[src/rtl/baud_timer_pkg.sv]
// Constants, register map and carrier types for the capture/reload/baud timer.
// Assumes a 32-bit APB slave view with one register per aligned word.
package baud_timer_pkg;

    // Register byte addresses.
    localparam logic [11:0] MODE_CTRL_ADDR  = 12'h0c8;
    localparam logic [11:0] RELOAD_ADDR     = 12'h0cc;
    localparam logic [11:0] COUNT_ADDR      = 12'h0d0;
    localparam logic [11:0] DIVIDE_ADDR     = 12'h0d4;
    localparam logic [11:0] IRQ_STATUS_ADDR = 12'h0d8;
    localparam logic [11:0] IRQ_MASK_ADDR   = 12'h0dc;

    // Bit positions in timer_mode_control.
    localparam int OVF_FLAG_BIT   = 7;
    localparam int EXT_FLAG_BIT   = 6;
    localparam int RX_CLK_SEL_BIT = 5;
    localparam int TX_CLK_SEL_BIT = 4;
    localparam int EXT_TRIG_EN_BIT = 3;
    localparam int RUN_BIT        = 2;
    localparam int CNT_SRC_BIT    = 1;
    localparam int CAP_RLD_BIT    = 0;

    // Bit positions in the interrupt status and mask registers.
    localparam int IRQ_OVF_BIT = 0;
    localparam int IRQ_EXT_BIT = 1;

    // Reset values.
    localparam logic [7:0]  MODE_CTRL_RESET = 8'h00;
    localparam logic [15:0] WORD16_RESET    = 16'h0000;
    localparam logic [1:0]  IRQ_RESET       = 2'h0;
    localparam logic        DIV_SEL_RESET   = 1'b0;

    // Prescaler counts in system clock cycles, and the all-ones value of the counter.
    localparam logic [3:0] DIV12_LAST = 4'hb;
    localparam logic [3:0] DIV2_LAST  = 4'h1;
    localparam logic [15:0] COUNT_ALL_ONES = 16'hffff;

    typedef enum logic [1:0] {
        MODE_OFF,
        MODE_CAPTURE,
        MODE_RELOAD,
        MODE_BAUD
    } timer_mode_e;

    // Pulses sent to the serial port shift-clock dividers.
    typedef struct packed {
        logic rx_tick;
        logic tx_tick;
    } uart_ticks_s;

endpackage

[src/rtl/baud_timer.sv]
// Sixteen-bit capture / auto-reload / baud-rate timer with an APB register port.
// Assumes count and trigger pins already synchronous to CLOCK and an APB master.
// Behaviour
// Count source bit picks divided system clock or falling edges of count pin.
// Not baud and running: capture select 1 gives capture, 0 gives auto-reload.
// Counting happens only while the run bit is one.
// Capture mode trigger edge copies the count into the capture pair, sets external flag.
// Trigger enable zero makes trigger pin edges do nothing.
// In capture and reload modes wrap from all ones sets overflow flag.
// Auto-reload mode loads the reload pair into the counter on overflow.
// Auto-reload mode trigger edge forces reload and sets external flag.
// Either UART clock select bit forces auto-reload behaviour.
// Baud mode overflow sets no flag, pulses the UART shift clock instead.
// Baud mode internal clocking advances at half the system clock.
// Baud mode with count source set advances on count pin edges.
// Receive select routes this or the other timer overflow to receive clock.
// Transmit select routes this or the other timer overflow to transmit clock.
// Baud mode trigger edge sets external flag only, no capture or reload.
// Both flags request the shared interrupt; only software clears them.
// An output pulse can start an analog-to-digital conversion.
// Pins are resynchronised and falling edges become one-cycle pulses.
`timescale 1ns/1ps
`default_nettype none

module baud_timer
    import baud_timer_pkg::*;
(
    // Clock and reset
    input  wire logic        CLOCK,
    input  wire logic        RSTN,
    // APB slave
    input  wire logic        PSEL,
    input  wire logic        PENABLE,
    input  wire logic        PWRITE,
    input  wire logic [11:0] PADDR,
    input  wire logic [31:0] PWDATA,
    output var  logic [31:0] PRDATA,
    output var  logic        PREADY,
    output var  logic        PSLVERR,
    // External pins and the other timer
    input  wire logic        EXT_COUNT_PIN,
    input  wire logic        EXT_TRIGGER_PIN,
    input  wire logic        OTHER_TIMER_OVF,
    // Outputs
    output var  logic        UART_RX_TICK,
    output var  logic        UART_TX_TICK,
    output var  logic        ADC_START,
    output var  logic        IRQ
);

    logic [1:0] rst_sync_r;
    logic       rst_n;

    always_ff @(posedge CLOCK or negedge RSTN) begin
        if (!RSTN) begin
            rst_sync_r <= 2'b00;
        end else begin
            rst_sync_r <= {rst_sync_r[0], 1'b1};
        end
    end
    assign rst_n = rst_sync_r[1];

    // Pin synchronisers and falling-edge detection.
    logic [2:0] cnt_pin_r;
    logic [2:0] cnt_pin_nxt;
    logic [2:0] trg_pin_r;
    logic [2:0] trg_pin_nxt;
    logic       cnt_fall;
    logic       trg_fall;

    always_comb begin
        cnt_pin_nxt = {cnt_pin_r[1:0], EXT_COUNT_PIN};
        trg_pin_nxt = {trg_pin_r[1:0], EXT_TRIGGER_PIN};
    end

    always_ff @(posedge CLOCK or negedge rst_n) begin
        if (!rst_n) begin
            cnt_pin_r <= 3'h7;
            trg_pin_r <= 3'h7;
        end else begin
            cnt_pin_r <= cnt_pin_nxt;
            trg_pin_r <= trg_pin_nxt;
        end
    end

    assign cnt_fall = cnt_pin_r[2] & ~cnt_pin_r[1];
    assign trg_fall = trg_pin_r[2] & ~trg_pin_r[1];

    // Registers and timer state.
    logic [7:0]  ctrl_r;
    logic [7:0]  ctrl_nxt;
    logic [15:0] reload_r;
    logic [15:0] reload_nxt;
    logic [15:0] count_r;
    logic [15:0] count_nxt;
    logic        div_sel_r;
    logic        div_sel_nxt;
    logic [1:0]  irq_stat_r;
    logic [1:0]  irq_stat_nxt;
    logic [1:0]  irq_mask_r;
    logic [1:0]  irq_mask_nxt;
    logic [3:0]  pre_r;
    logic [3:0]  pre_nxt;
    logic [31:0] prdata_nxt;
    logic        pready_nxt;
    logic        pslverr_nxt;
    uart_ticks_s ticks_nxt;
    logic        adc_nxt;
    logic        irq_nxt;

    timer_mode_e mode;
    logic        baud;
    logic        tick;
    logic        ovf;
    logic        ext_evt;
    logic        wr;
    logic        rd;
    logic        hit;
    logic [3:0]  pre_last;

    logic        wr_ctrl;
    logic        wr_reload;
    logic        wr_count;
    logic        wr_divide;
    logic        wr_status;
    logic        wr_mask;

    function automatic logic is_addr(input logic [11:0] a, input logic [11:0] r);
        return a == r;
    endfunction

    // True for any offset that names a register of this block.
    function automatic logic addr_mapped(input logic [11:0] a);
        logic m;
        m = 1'b0;
        case (a)
            MODE_CTRL_ADDR:  m = 1'b1;
            RELOAD_ADDR:     m = 1'b1;
            COUNT_ADDR:      m = 1'b1;
            DIVIDE_ADDR:     m = 1'b1;
            IRQ_STATUS_ADDR: m = 1'b1;
            IRQ_MASK_ADDR:   m = 1'b1;
            default:         m = 1'b0;
        endcase
        return m;
    endfunction

    // Next counter value; shared by counting and by the same-edge capture.
    function automatic logic [15:0] incr16(input logic [15:0] v);
        return v + 16'h0001;
    endfunction

    // Read value of one register, zero-extended into the bus word.
    function automatic logic [31:0] read_word(input logic [11:0] a, input logic [7:0] c, input logic [15:0] rl,
                                              input logic [15:0] cn, input logic dv, input logic [1:0] st,
                                              input logic [1:0] mk);
        logic [31:0] w;
        w = 32'h0;
        case (a)
            MODE_CTRL_ADDR:  w[7:0]  = c;
            RELOAD_ADDR:     w[15:0] = rl;
            COUNT_ADDR:      w[15:0] = cn;
            DIVIDE_ADDR:     w[0]    = dv;
            IRQ_STATUS_ADDR: w[1:0]  = st;
            IRQ_MASK_ADDR:   w[1:0]  = mk;
            default:         w       = 32'h0;
        endcase
        return w;
    endfunction

    assign baud = ctrl_r[RX_CLK_SEL_BIT] | ctrl_r[TX_CLK_SEL_BIT];

    always_comb begin
        if (!ctrl_r[RUN_BIT]) begin
            mode = MODE_OFF;
        end else if (baud) begin
            mode = MODE_BAUD;
        end else if (ctrl_r[CAP_RLD_BIT]) begin
            mode = MODE_CAPTURE;
        end else begin
            mode = MODE_RELOAD;
        end
    end

    // Prescaler: divide by 2 in baud mode, else by 1 or 12.
    always_comb begin
        if (baud) begin
            pre_last = DIV2_LAST;
        end else if (div_sel_r) begin
            pre_last = 4'h0;
        end else begin
            pre_last = DIV12_LAST;
        end
        pre_nxt = 4'h0;
        tick    = 1'b0;
        if (mode != MODE_OFF) begin
            if (ctrl_r[CNT_SRC_BIT]) begin
                tick = cnt_fall;
            end else if (pre_r >= pre_last) begin
                tick = 1'b1;
            end else begin
                pre_nxt = pre_r + 4'h1;
            end
        end
    end

    assign ovf     = tick & (count_r == COUNT_ALL_ONES);
    assign ext_evt = trg_fall & ctrl_r[EXT_TRIG_EN_BIT] & (mode != MODE_OFF);

    assign wr  = PSEL & PENABLE & PWRITE;
    assign rd  = PSEL & PENABLE & ~PWRITE;
    assign hit = addr_mapped(PADDR);

    // One write strobe per register; an unmapped offset raises none of them.
    assign wr_ctrl   = wr & is_addr(PADDR, MODE_CTRL_ADDR);
    assign wr_reload = wr & is_addr(PADDR, RELOAD_ADDR);
    assign wr_count  = wr & is_addr(PADDR, COUNT_ADDR);
    assign wr_divide = wr & is_addr(PADDR, DIVIDE_ADDR);
    assign wr_status = wr & is_addr(PADDR, IRQ_STATUS_ADDR);
    assign wr_mask   = wr & is_addr(PADDR, IRQ_MASK_ADDR);

    always_comb begin
        ctrl_nxt     = ctrl_r;
        reload_nxt   = reload_r;
        count_nxt    = count_r;
        div_sel_nxt  = div_sel_r;
        irq_stat_nxt = irq_stat_r;
        irq_mask_nxt = irq_mask_r;
        // Software writes first, so hardware events below win over clears.
        if (wr_ctrl) begin
            ctrl_nxt = PWDATA[7:0];
        end
        if (wr_reload) begin
            reload_nxt = PWDATA[15:0];
        end
        if (wr_count) begin
            count_nxt = PWDATA[15:0];
        end
        if (wr_divide) begin
            div_sel_nxt = PWDATA[0];
        end
        if (wr_status) begin
            irq_stat_nxt = irq_stat_r & ~PWDATA[1:0];
        end
        if (wr_mask) begin
            irq_mask_nxt = PWDATA[1:0];
        end
        if (tick) begin
            count_nxt = incr16(count_r);
        end
        case (mode)
            MODE_CAPTURE: begin
                if (ovf) begin
                    ctrl_nxt[OVF_FLAG_BIT]   = 1'b1;
                    irq_stat_nxt[IRQ_OVF_BIT] = 1'b1;
                end
                if (ext_evt) begin
                    reload_nxt = tick ? incr16(count_r) : count_r;
                end
            end
            MODE_RELOAD: begin
                if (ovf) begin
                    count_nxt = reload_r;
                    ctrl_nxt[OVF_FLAG_BIT]   = 1'b1;
                    irq_stat_nxt[IRQ_OVF_BIT] = 1'b1;
                end
                if (ext_evt) begin
                    count_nxt = reload_r;
                end
            end
            MODE_BAUD: begin
                if (ovf) begin
                    count_nxt = reload_r;
                end
            end
            default: begin
            end
        endcase
        if (ext_evt) begin
            ctrl_nxt[EXT_FLAG_BIT]    = 1'b1;
            irq_stat_nxt[IRQ_EXT_BIT] = 1'b1;
        end
    end

    // Outputs and the bus answer.
    always_comb begin
        ticks_nxt.rx_tick = ctrl_r[RX_CLK_SEL_BIT] ? (ovf & (mode == MODE_BAUD)) : OTHER_TIMER_OVF;
        ticks_nxt.tx_tick = ctrl_r[TX_CLK_SEL_BIT] ? (ovf & (mode == MODE_BAUD)) : OTHER_TIMER_OVF;
        adc_nxt = ovf;
        // The line follows the sticky status bits, so only an unmasked pending event holds it high.
        irq_nxt = |(irq_stat_nxt & irq_mask_nxt);
        pready_nxt  = PSEL & ~PENABLE;
        pslverr_nxt = PSEL & ~PENABLE & ~hit;
        prdata_nxt  = 32'h0;
        // Read data is taken in the setup cycle and held through the access cycle.
        if (PSEL && !PENABLE && !PWRITE) begin
            prdata_nxt = read_word(PADDR, ctrl_r, reload_r, count_r, div_sel_r, irq_stat_r, irq_mask_r);
        end else if (rd) begin
            prdata_nxt = PRDATA;
        end
    end

    // Timer and register state.
    always_ff @(posedge CLOCK or negedge rst_n) begin
        if (!rst_n) begin
            ctrl_r       <= MODE_CTRL_RESET;
            reload_r     <= WORD16_RESET;
            count_r      <= WORD16_RESET;
            div_sel_r    <= DIV_SEL_RESET;
            irq_stat_r   <= IRQ_RESET;
            irq_mask_r   <= IRQ_RESET;
            pre_r        <= 4'h0;
        end else begin
            ctrl_r       <= ctrl_nxt;
            reload_r     <= reload_nxt;
            count_r      <= count_nxt;
            div_sel_r    <= div_sel_nxt;
            irq_stat_r   <= irq_stat_nxt;
            irq_mask_r   <= irq_mask_nxt;
            pre_r        <= pre_nxt;
        end
    end

    // Registered outputs, so every top-level output comes from a flip-flop.
    always_ff @(posedge CLOCK or negedge rst_n) begin
        if (!rst_n) begin
            PRDATA       <= 32'h0;
            PREADY       <= 1'b0;
            PSLVERR      <= 1'b0;
            UART_RX_TICK <= 1'b0;
            UART_TX_TICK <= 1'b0;
            ADC_START    <= 1'b0;
            IRQ          <= 1'b0;
        end else begin
            PRDATA       <= prdata_nxt;
            PREADY       <= pready_nxt;
            PSLVERR      <= pslverr_nxt;
            UART_RX_TICK <= ticks_nxt.rx_tick;
            UART_TX_TICK <= ticks_nxt.tx_tick;
            ADC_START    <= adc_nxt;
            IRQ          <= irq_nxt;
        end
    end

endmodule // baud_timer

`default_nettype wire

[config.mk]
export PLATFORM = sky130hd
export DESIGN_NAME = baud_timer
export DESIGN_NICKNAME = d
export VERILOG_FILES = /design/src/rtl/baud_timer_pkg.sv /design/src/rtl/baud_timer.sv
export SDC_FILE = /design/constraint.sdc
export NUM_CORES = 1
export LEC_CHECK = 0
export BUFFER_PORTS_ARGS = -buffer_cell sky130_fd_sc_hd__buf_2
export CAP_MARGIN = 10
export CORE_MARGIN = 2
export CORE_UTILIZATION = 45
export DETAILED_ROUTE_END_ITERATION = 8
export GPL_TIMING_DRIVEN = 0
export PLACE_DENSITY = 0.67
export SETUP_SLACK_MARGIN = 0.1
export SLEW_MARGIN = 25
export SYNTH_ARGS = -nofsm -noshare
export SYNTH_HDL_FRONTEND = slang
export SYNTH_SLANG_ARGS = --single-unit
[constraint.sdc]
create_clock -name CLOCK -period 3 [get_ports CLOCK]
set_input_delay 0 -clock CLOCK [delete_from_list [all_inputs] [get_ports CLOCK]]
set_output_delay 0 -clock CLOCK [all_outputs]
set_load 0.03 [all_outputs]
Word level (Yosys, flattened, before mapping)
Cells that the tools add are included.
- add/subtract/negate cells: 2
- $lt $le $gt $ge: 1
- eq/ne operators: 11
- multiplexer cells: 38
- bitwise gates (word level): 26
- reduce and logical (&&, ||, !) cells: 9
- operator list (operator ; count):
    $mux W16 ; 8
    $eq A12 B8 Y1 const B ; 6
    $mux W32 ; 2
    $pmux W16 S2 ; 1
    $mux W4 ; 5
    $pmux W6 S3 ; 1
    $and A1 B1 Y1 ; 17
    $add A16 B1 Y16 const B ; 1
    $eq A16 B16 Y1 const B ; 1
    $pmux W8 S2 ; 1
    $mux W1 ; 12
    $mux W2 ; 5
    $mux W8 ; 1
    $pmux W1 S6 ; 1
    $reduce_or A6 Y1 ; 1
    $not A1 Y1 ; 5
    $pmux W1 S5 ; 1
    $add A4 B1 Y4 const B ; 1
    $and A2 B2 Y2 ; 2
    $eq A2 B2 Y1 const B ; 2
    $ge A4 B4 Y1 ; 1
    $reduce_bool A2 Y1 ; 2
    $reduce_or A2 Y1 ; 2
    $eq A2 B1 Y1 const B ; 1
    5 further kinds ; 7
- register bits after elaboration: 95
- input bits: 52
- output and inout bits: 38

Logic depth before layout (Yosys ltp)
- depth after elaboration: 11
- mapped depth: 11
- mapped depth without buffers: 9

Least setup slack after synthesis
No wires, ideal clock.
- path type: register to register
- from: reg ctrl_r[4]
- to: reg count_r[12]
- library setup time: 0.122 ns
- arrival: 2.529 ns
- required time: 2.878 ns
- setup slack: 0.349 ns
- cell stages (with the launch flop): 10
- path buffers: 1
- path through: dfrtp_1 or3_1 ha_1 or4_4 a21oi_4 or3_1 buf_6 nor3_2 or3_1 a32o_1
- cells in the longest elaborated chain, start to end: 10
- elaborated cells on any way between the ends: 17
- RTL lines (element ; line ; RTL):
    from (decl) ; baud_timer.sv:90 ; logic [7:0] ctrl_r;
    from (signal assigned) ; baud_timer.sv:314 ; ctrl_r <= ctrl_nxt;
    $or A1 B1 Y1 * ; baud_timer.sv:171 ; assign baud = ctrl_r[RX_CLK_SEL_BIT] | ctrl_r[TX_CLK_SEL_BIT];
    $mux W4 ; baud_timer.sv:187 ; if (baud) begin
    $ge A4 B4 Y1 ; baud_timer.sv:199 ; end else if (pre_r >= pre_last) begin
    $mux W1 ; baud_timer.sv:199 ;
    $mux W1 ; baud_timer.sv:197 ; if (ctrl_r[CNT_SRC_BIT]) begin
    $mux W1 ; baud_timer.sv:196 ; if (mode != MODE_OFF) begin
    $mux W16 / $and A1 B1 Y1 (equally long branches) ; baud_timer.sv:248, baud_timer.sv:207 ;
    $mux W16 ; baud_timer.sv:262, baud_timer.sv:272 ;
    $mux W16 ; baud_timer.sv:267 ; if (ext_evt) begin
    $pmux W16 S2 * ; baud_timer.sv:251 ; case (mode)
    via count_nxt[12] ; baud_timer.sv:95 ; logic [15:0] count_nxt;
    to (signal assigned) ; baud_timer.sv:316 ; count_r <= count_nxt;
    to (decl) ; baud_timer.sv:94 ; logic [15:0] count_r;
The timed path passes the listed nets; every way through them passes the cells marked *.
A chain may end at the register's enable or synchronous reset.

Worst setup path in the final report
- from: reg ctrl_r[4]
- to: reg count_r[6]
The elaborated chain is that of the path after synthesis.

==> summary.txt <==
Fin Setup TNS -> 0 ns
Root Buffer -> clkbuf_8
Clk_skew -> 0.0147 ns
DRT iter0 DRCs -> 356
Die height -> 104 µm
CP max FO -> 9
Worst Min Path Start -> PWDATA[12]
GRT overflow -> 0
Cell Area, Synth -> 4530 µm²
Startpoint types -> flip-flop
R2R Path End -> count_r[6]
Worst-Margin Slew -> 0.842 ns
Remaining antenna violation count -> 0
Status -> complete, no violations
Detailed-route wire length -> 12900 µm
Yosys warns -> 0
Hold path depth -> 4
H-Tree Level Count -> 3
R2R setup slack -> 0.16 ns
Cell taking the most area after synthesis -> dfrtp_1
Clock tree buffer depth -> 2
Synthesized netlist cell count -> 455
Crit Path Category -> reg -> reg
Clk sinks -> 79
Power per Cell Area -> 374 nW/µm²
Post-synth cell types -> 60
Routed wire per std cell -> 18.3 µm
Pin count of the biggest net entering global routing -> 48
Fraction of registers with async set/reset -> 100%
Total GRT Usage -> 24.3%
Fin. max-slew vios -> 0
Horiz. Die Dim -> 104 µm
Placement Rows -> 36
Post-synth EDFFs -> 0
Detailed Routing Iterations Pass 1 -> 6
Detailed placer's ending HPWL -> 9090 µm
Hold path endpoint -> reload_r[12]
Post-route cell area -> 5530 µm²
Final critical-path share of the clock period -> 94.7%
Syn_area_per_cell -> 9.95 µm²
Starting Density -> 46.3%
Area Overhead vs Synth -> 22.1%
Buffers on Ports -> 57
DP Area -> 5060 µm²
Maximum VDD drop -> 290 µV
Rel. slew slack -> 43.4%
Max-cap viol count -> 0
# DRC -> 0
Fraction of layout cells with a size suffix above 1 -> 28.1%
Diode count -> 0
Fmax achieved -> 352 MHz
Final worst slack -> 0.160 ns
# IOs -> 90
CP endpoint kind -> flip-flop
R2r startpoint -> ctrl_r[4]
Fin nets -> 625
Total CTS buffers -> 9
Worst r2r path cells -> 9
Worst Path Required -> 3.24 ns
Initial antenna violation count -> 0
Via count -> 4036
Pleak -> 0.00254 µW
Clk slew on worst S/H paths -> 0.09 ns
Tmin final -> 2.84 ns
Clk_lat worst skew -> 0.36 ns
Full die area -> 10900 µm²
Post-synthesis sequential area ratio -> 43.8%
RSZ-0062 raised after global routing -> yes
Vias per cell -> 5.75
Worst path arrival time -> 3.08 ns
Post-synth top area share -> 40.4%
Worst Setup SP -> ctrl_r[4]
Core area -> 9770 µm²
First-pass GRT wire length -> 20700 µm
Min-Delay Path Class -> in -> reg
Predominant post-synthesis flop cell -> dfrtp_1
Final Hold Vio Count -> 0
Flops & latches, synth -> 79
Endpoints failing setup -> 0
CTS tree -> built
Synth top area cells -> dfrtp_1, mux2_2, nand2_1
Vias in the first global route -> 3980
GPL Wtd Cong -> 0.941
Pre-CTS setup slack -> 0.0146 ns
## worst max-delay path by stage
| stage | to | slack (ns) | cells after the start |
|---|---|---|---|
| final | count_r[6] | 0.16 | 9 |
| after global routing | count_r[11] | 0.09 | 10 |
| after CTS | count_r[4] | 0.10 | 9 |
| after detailed placement | count_r[13] | 0.01 | 9 |
| after global placement | PRDATA[10] | -0.20 | 0 |
| after floorplan | count_r[12] | 0.35 | 9 |
## cell usage in the layout, fill, tap and decap left out, drive strengths merged, types with 11 or more instances in the layout
cell	instances
dfrtp	73
nand2	61
inv	11
conb	17
nor3	13
xnor2	13
clkbuf	22
o21ai	34
mux2	21
nand3	20
nor2	18
dlygate4sd3	19
buf	96
## through the flow
step	instances	hold slack [ns]	utilization, %	total power [µW]
2_1_floorplan	470	-0.296	-	1180
3_3_place_gp	660	-0.215	51.5	1230
3_5_place_dp	661	-0.212	51.7	1240
4_1_cts	698	0.000838	56.2	2080
5_1_grt	702	0.0251	56.5	2130
6_report	702	0.0116	56.5	2070
## synthesized netlist by cell type, types with 3 or more instances
library cell and count:
dfrtp_1 73, nand2_1 59, o21ai_0 33, mux2_2 21
buf_4 19, nand3_1 19, nor2_1 18, xnor2_1 13
clkbuf_1 11, nor3_1 11, a32o_1 10, buf_2 10
inv_1 10, a22oi_1 9, and3_1 9, ha_1 9
nand2b_1 8, a21oi_1 7, nand4_1 7, a21o_1 6
a222oi_1 6, dfstp_2 6, mux2i_1 6, o2bb2ai_1 6
a2bb2oi_1 4, and4_1 4, or3_1 4, xor2_1 4
a22o_1 3, and2_1 3, nor4_1 3, nor4_4 3
o221ai_1 3, o311ai_0 3
## cells by family (layout without fill, tap and decap cells)
logic type / count (synthesis) / count (layout) / share of synthesized area [%]
AO/OA/AOI/OAI: 104 / 104 / 16.9
XOR/XNOR: 17 / 17 / 3.29
adder cells (fa/ha/maj): 9 / 9 / 2.49
buffers and inverters: 54 / 153 / 6.72
flip-flops: 79 / 79 / 43.8
multiplexers: 28 / 28 / 7.05
other: 2 / 17 / 0.166
AND/OR/NAND/NOR: 162 / 162 / 19.5
## metal layers
metal	up-vias	GRT usage (%)	wire length [µm]
met1	1971	32.5	5620
li1	1858	-	-
met4	0	10.0	333
met2	183	38.1	5900
met5	-	0	0
met3	24	5.45	999
## cell type report
| class | instances | area, µm² |
|---|---|---|
| Clock buffer | 10 | 138 |
| Tap cell | 133 | 166 |
| Sequential cell | 79 | 1990 |
| Buffer | 44 | 270 |
| Inverter | 10 | 37.5 |
| Clock inverter | 6 | 67.6 |
| Multi-Input combinational cell | 337 | 2310 |
| Timing Repair Buffer | 83 | 541 |
| Fill cell | 878 | 4250 |
## report_power, final
group	switching (µW)	internal, µW
logic	84.7	62.4
registers	15.8	1080
clock network	417	410
## registers in the layout (all words and copies together), names as in the netlist, 2 cells and up
signal and cells:
irq_mask_r 2, ctrl_r 8, irq_stat_r 2, cnt_pin_r 3, PRDATA 16, pre_r 4, count_r 16, rst_sync_r 2
reload_r 16, trg_pin_r 3
## worst max-delay path, cell delays in order (launching register included)
cell and delay, ns:
dfrtp_2 0.45, or3_1 0.43, ha_1 0.23, or4_4 0.49
a21oi_4 0.20, or3_1 0.16, buf_6 0.15, nand2_2 0.17
a21o_1 0.21, a32o_1 0.24
## what timing repair did
| action | CTS | global route |
|---|---|---|
| hold buffers | 19 | 0 |
| setup buffers | 2 | 4 |
| pin swaps | 1 | 2 |
| endpoints found under the hold margin | 22 | 0 |
| resized for setup | 5 | 7 |
| endpoints found under the setup margin | 16 | 17 |
Power figures use the tool's default switching activity.
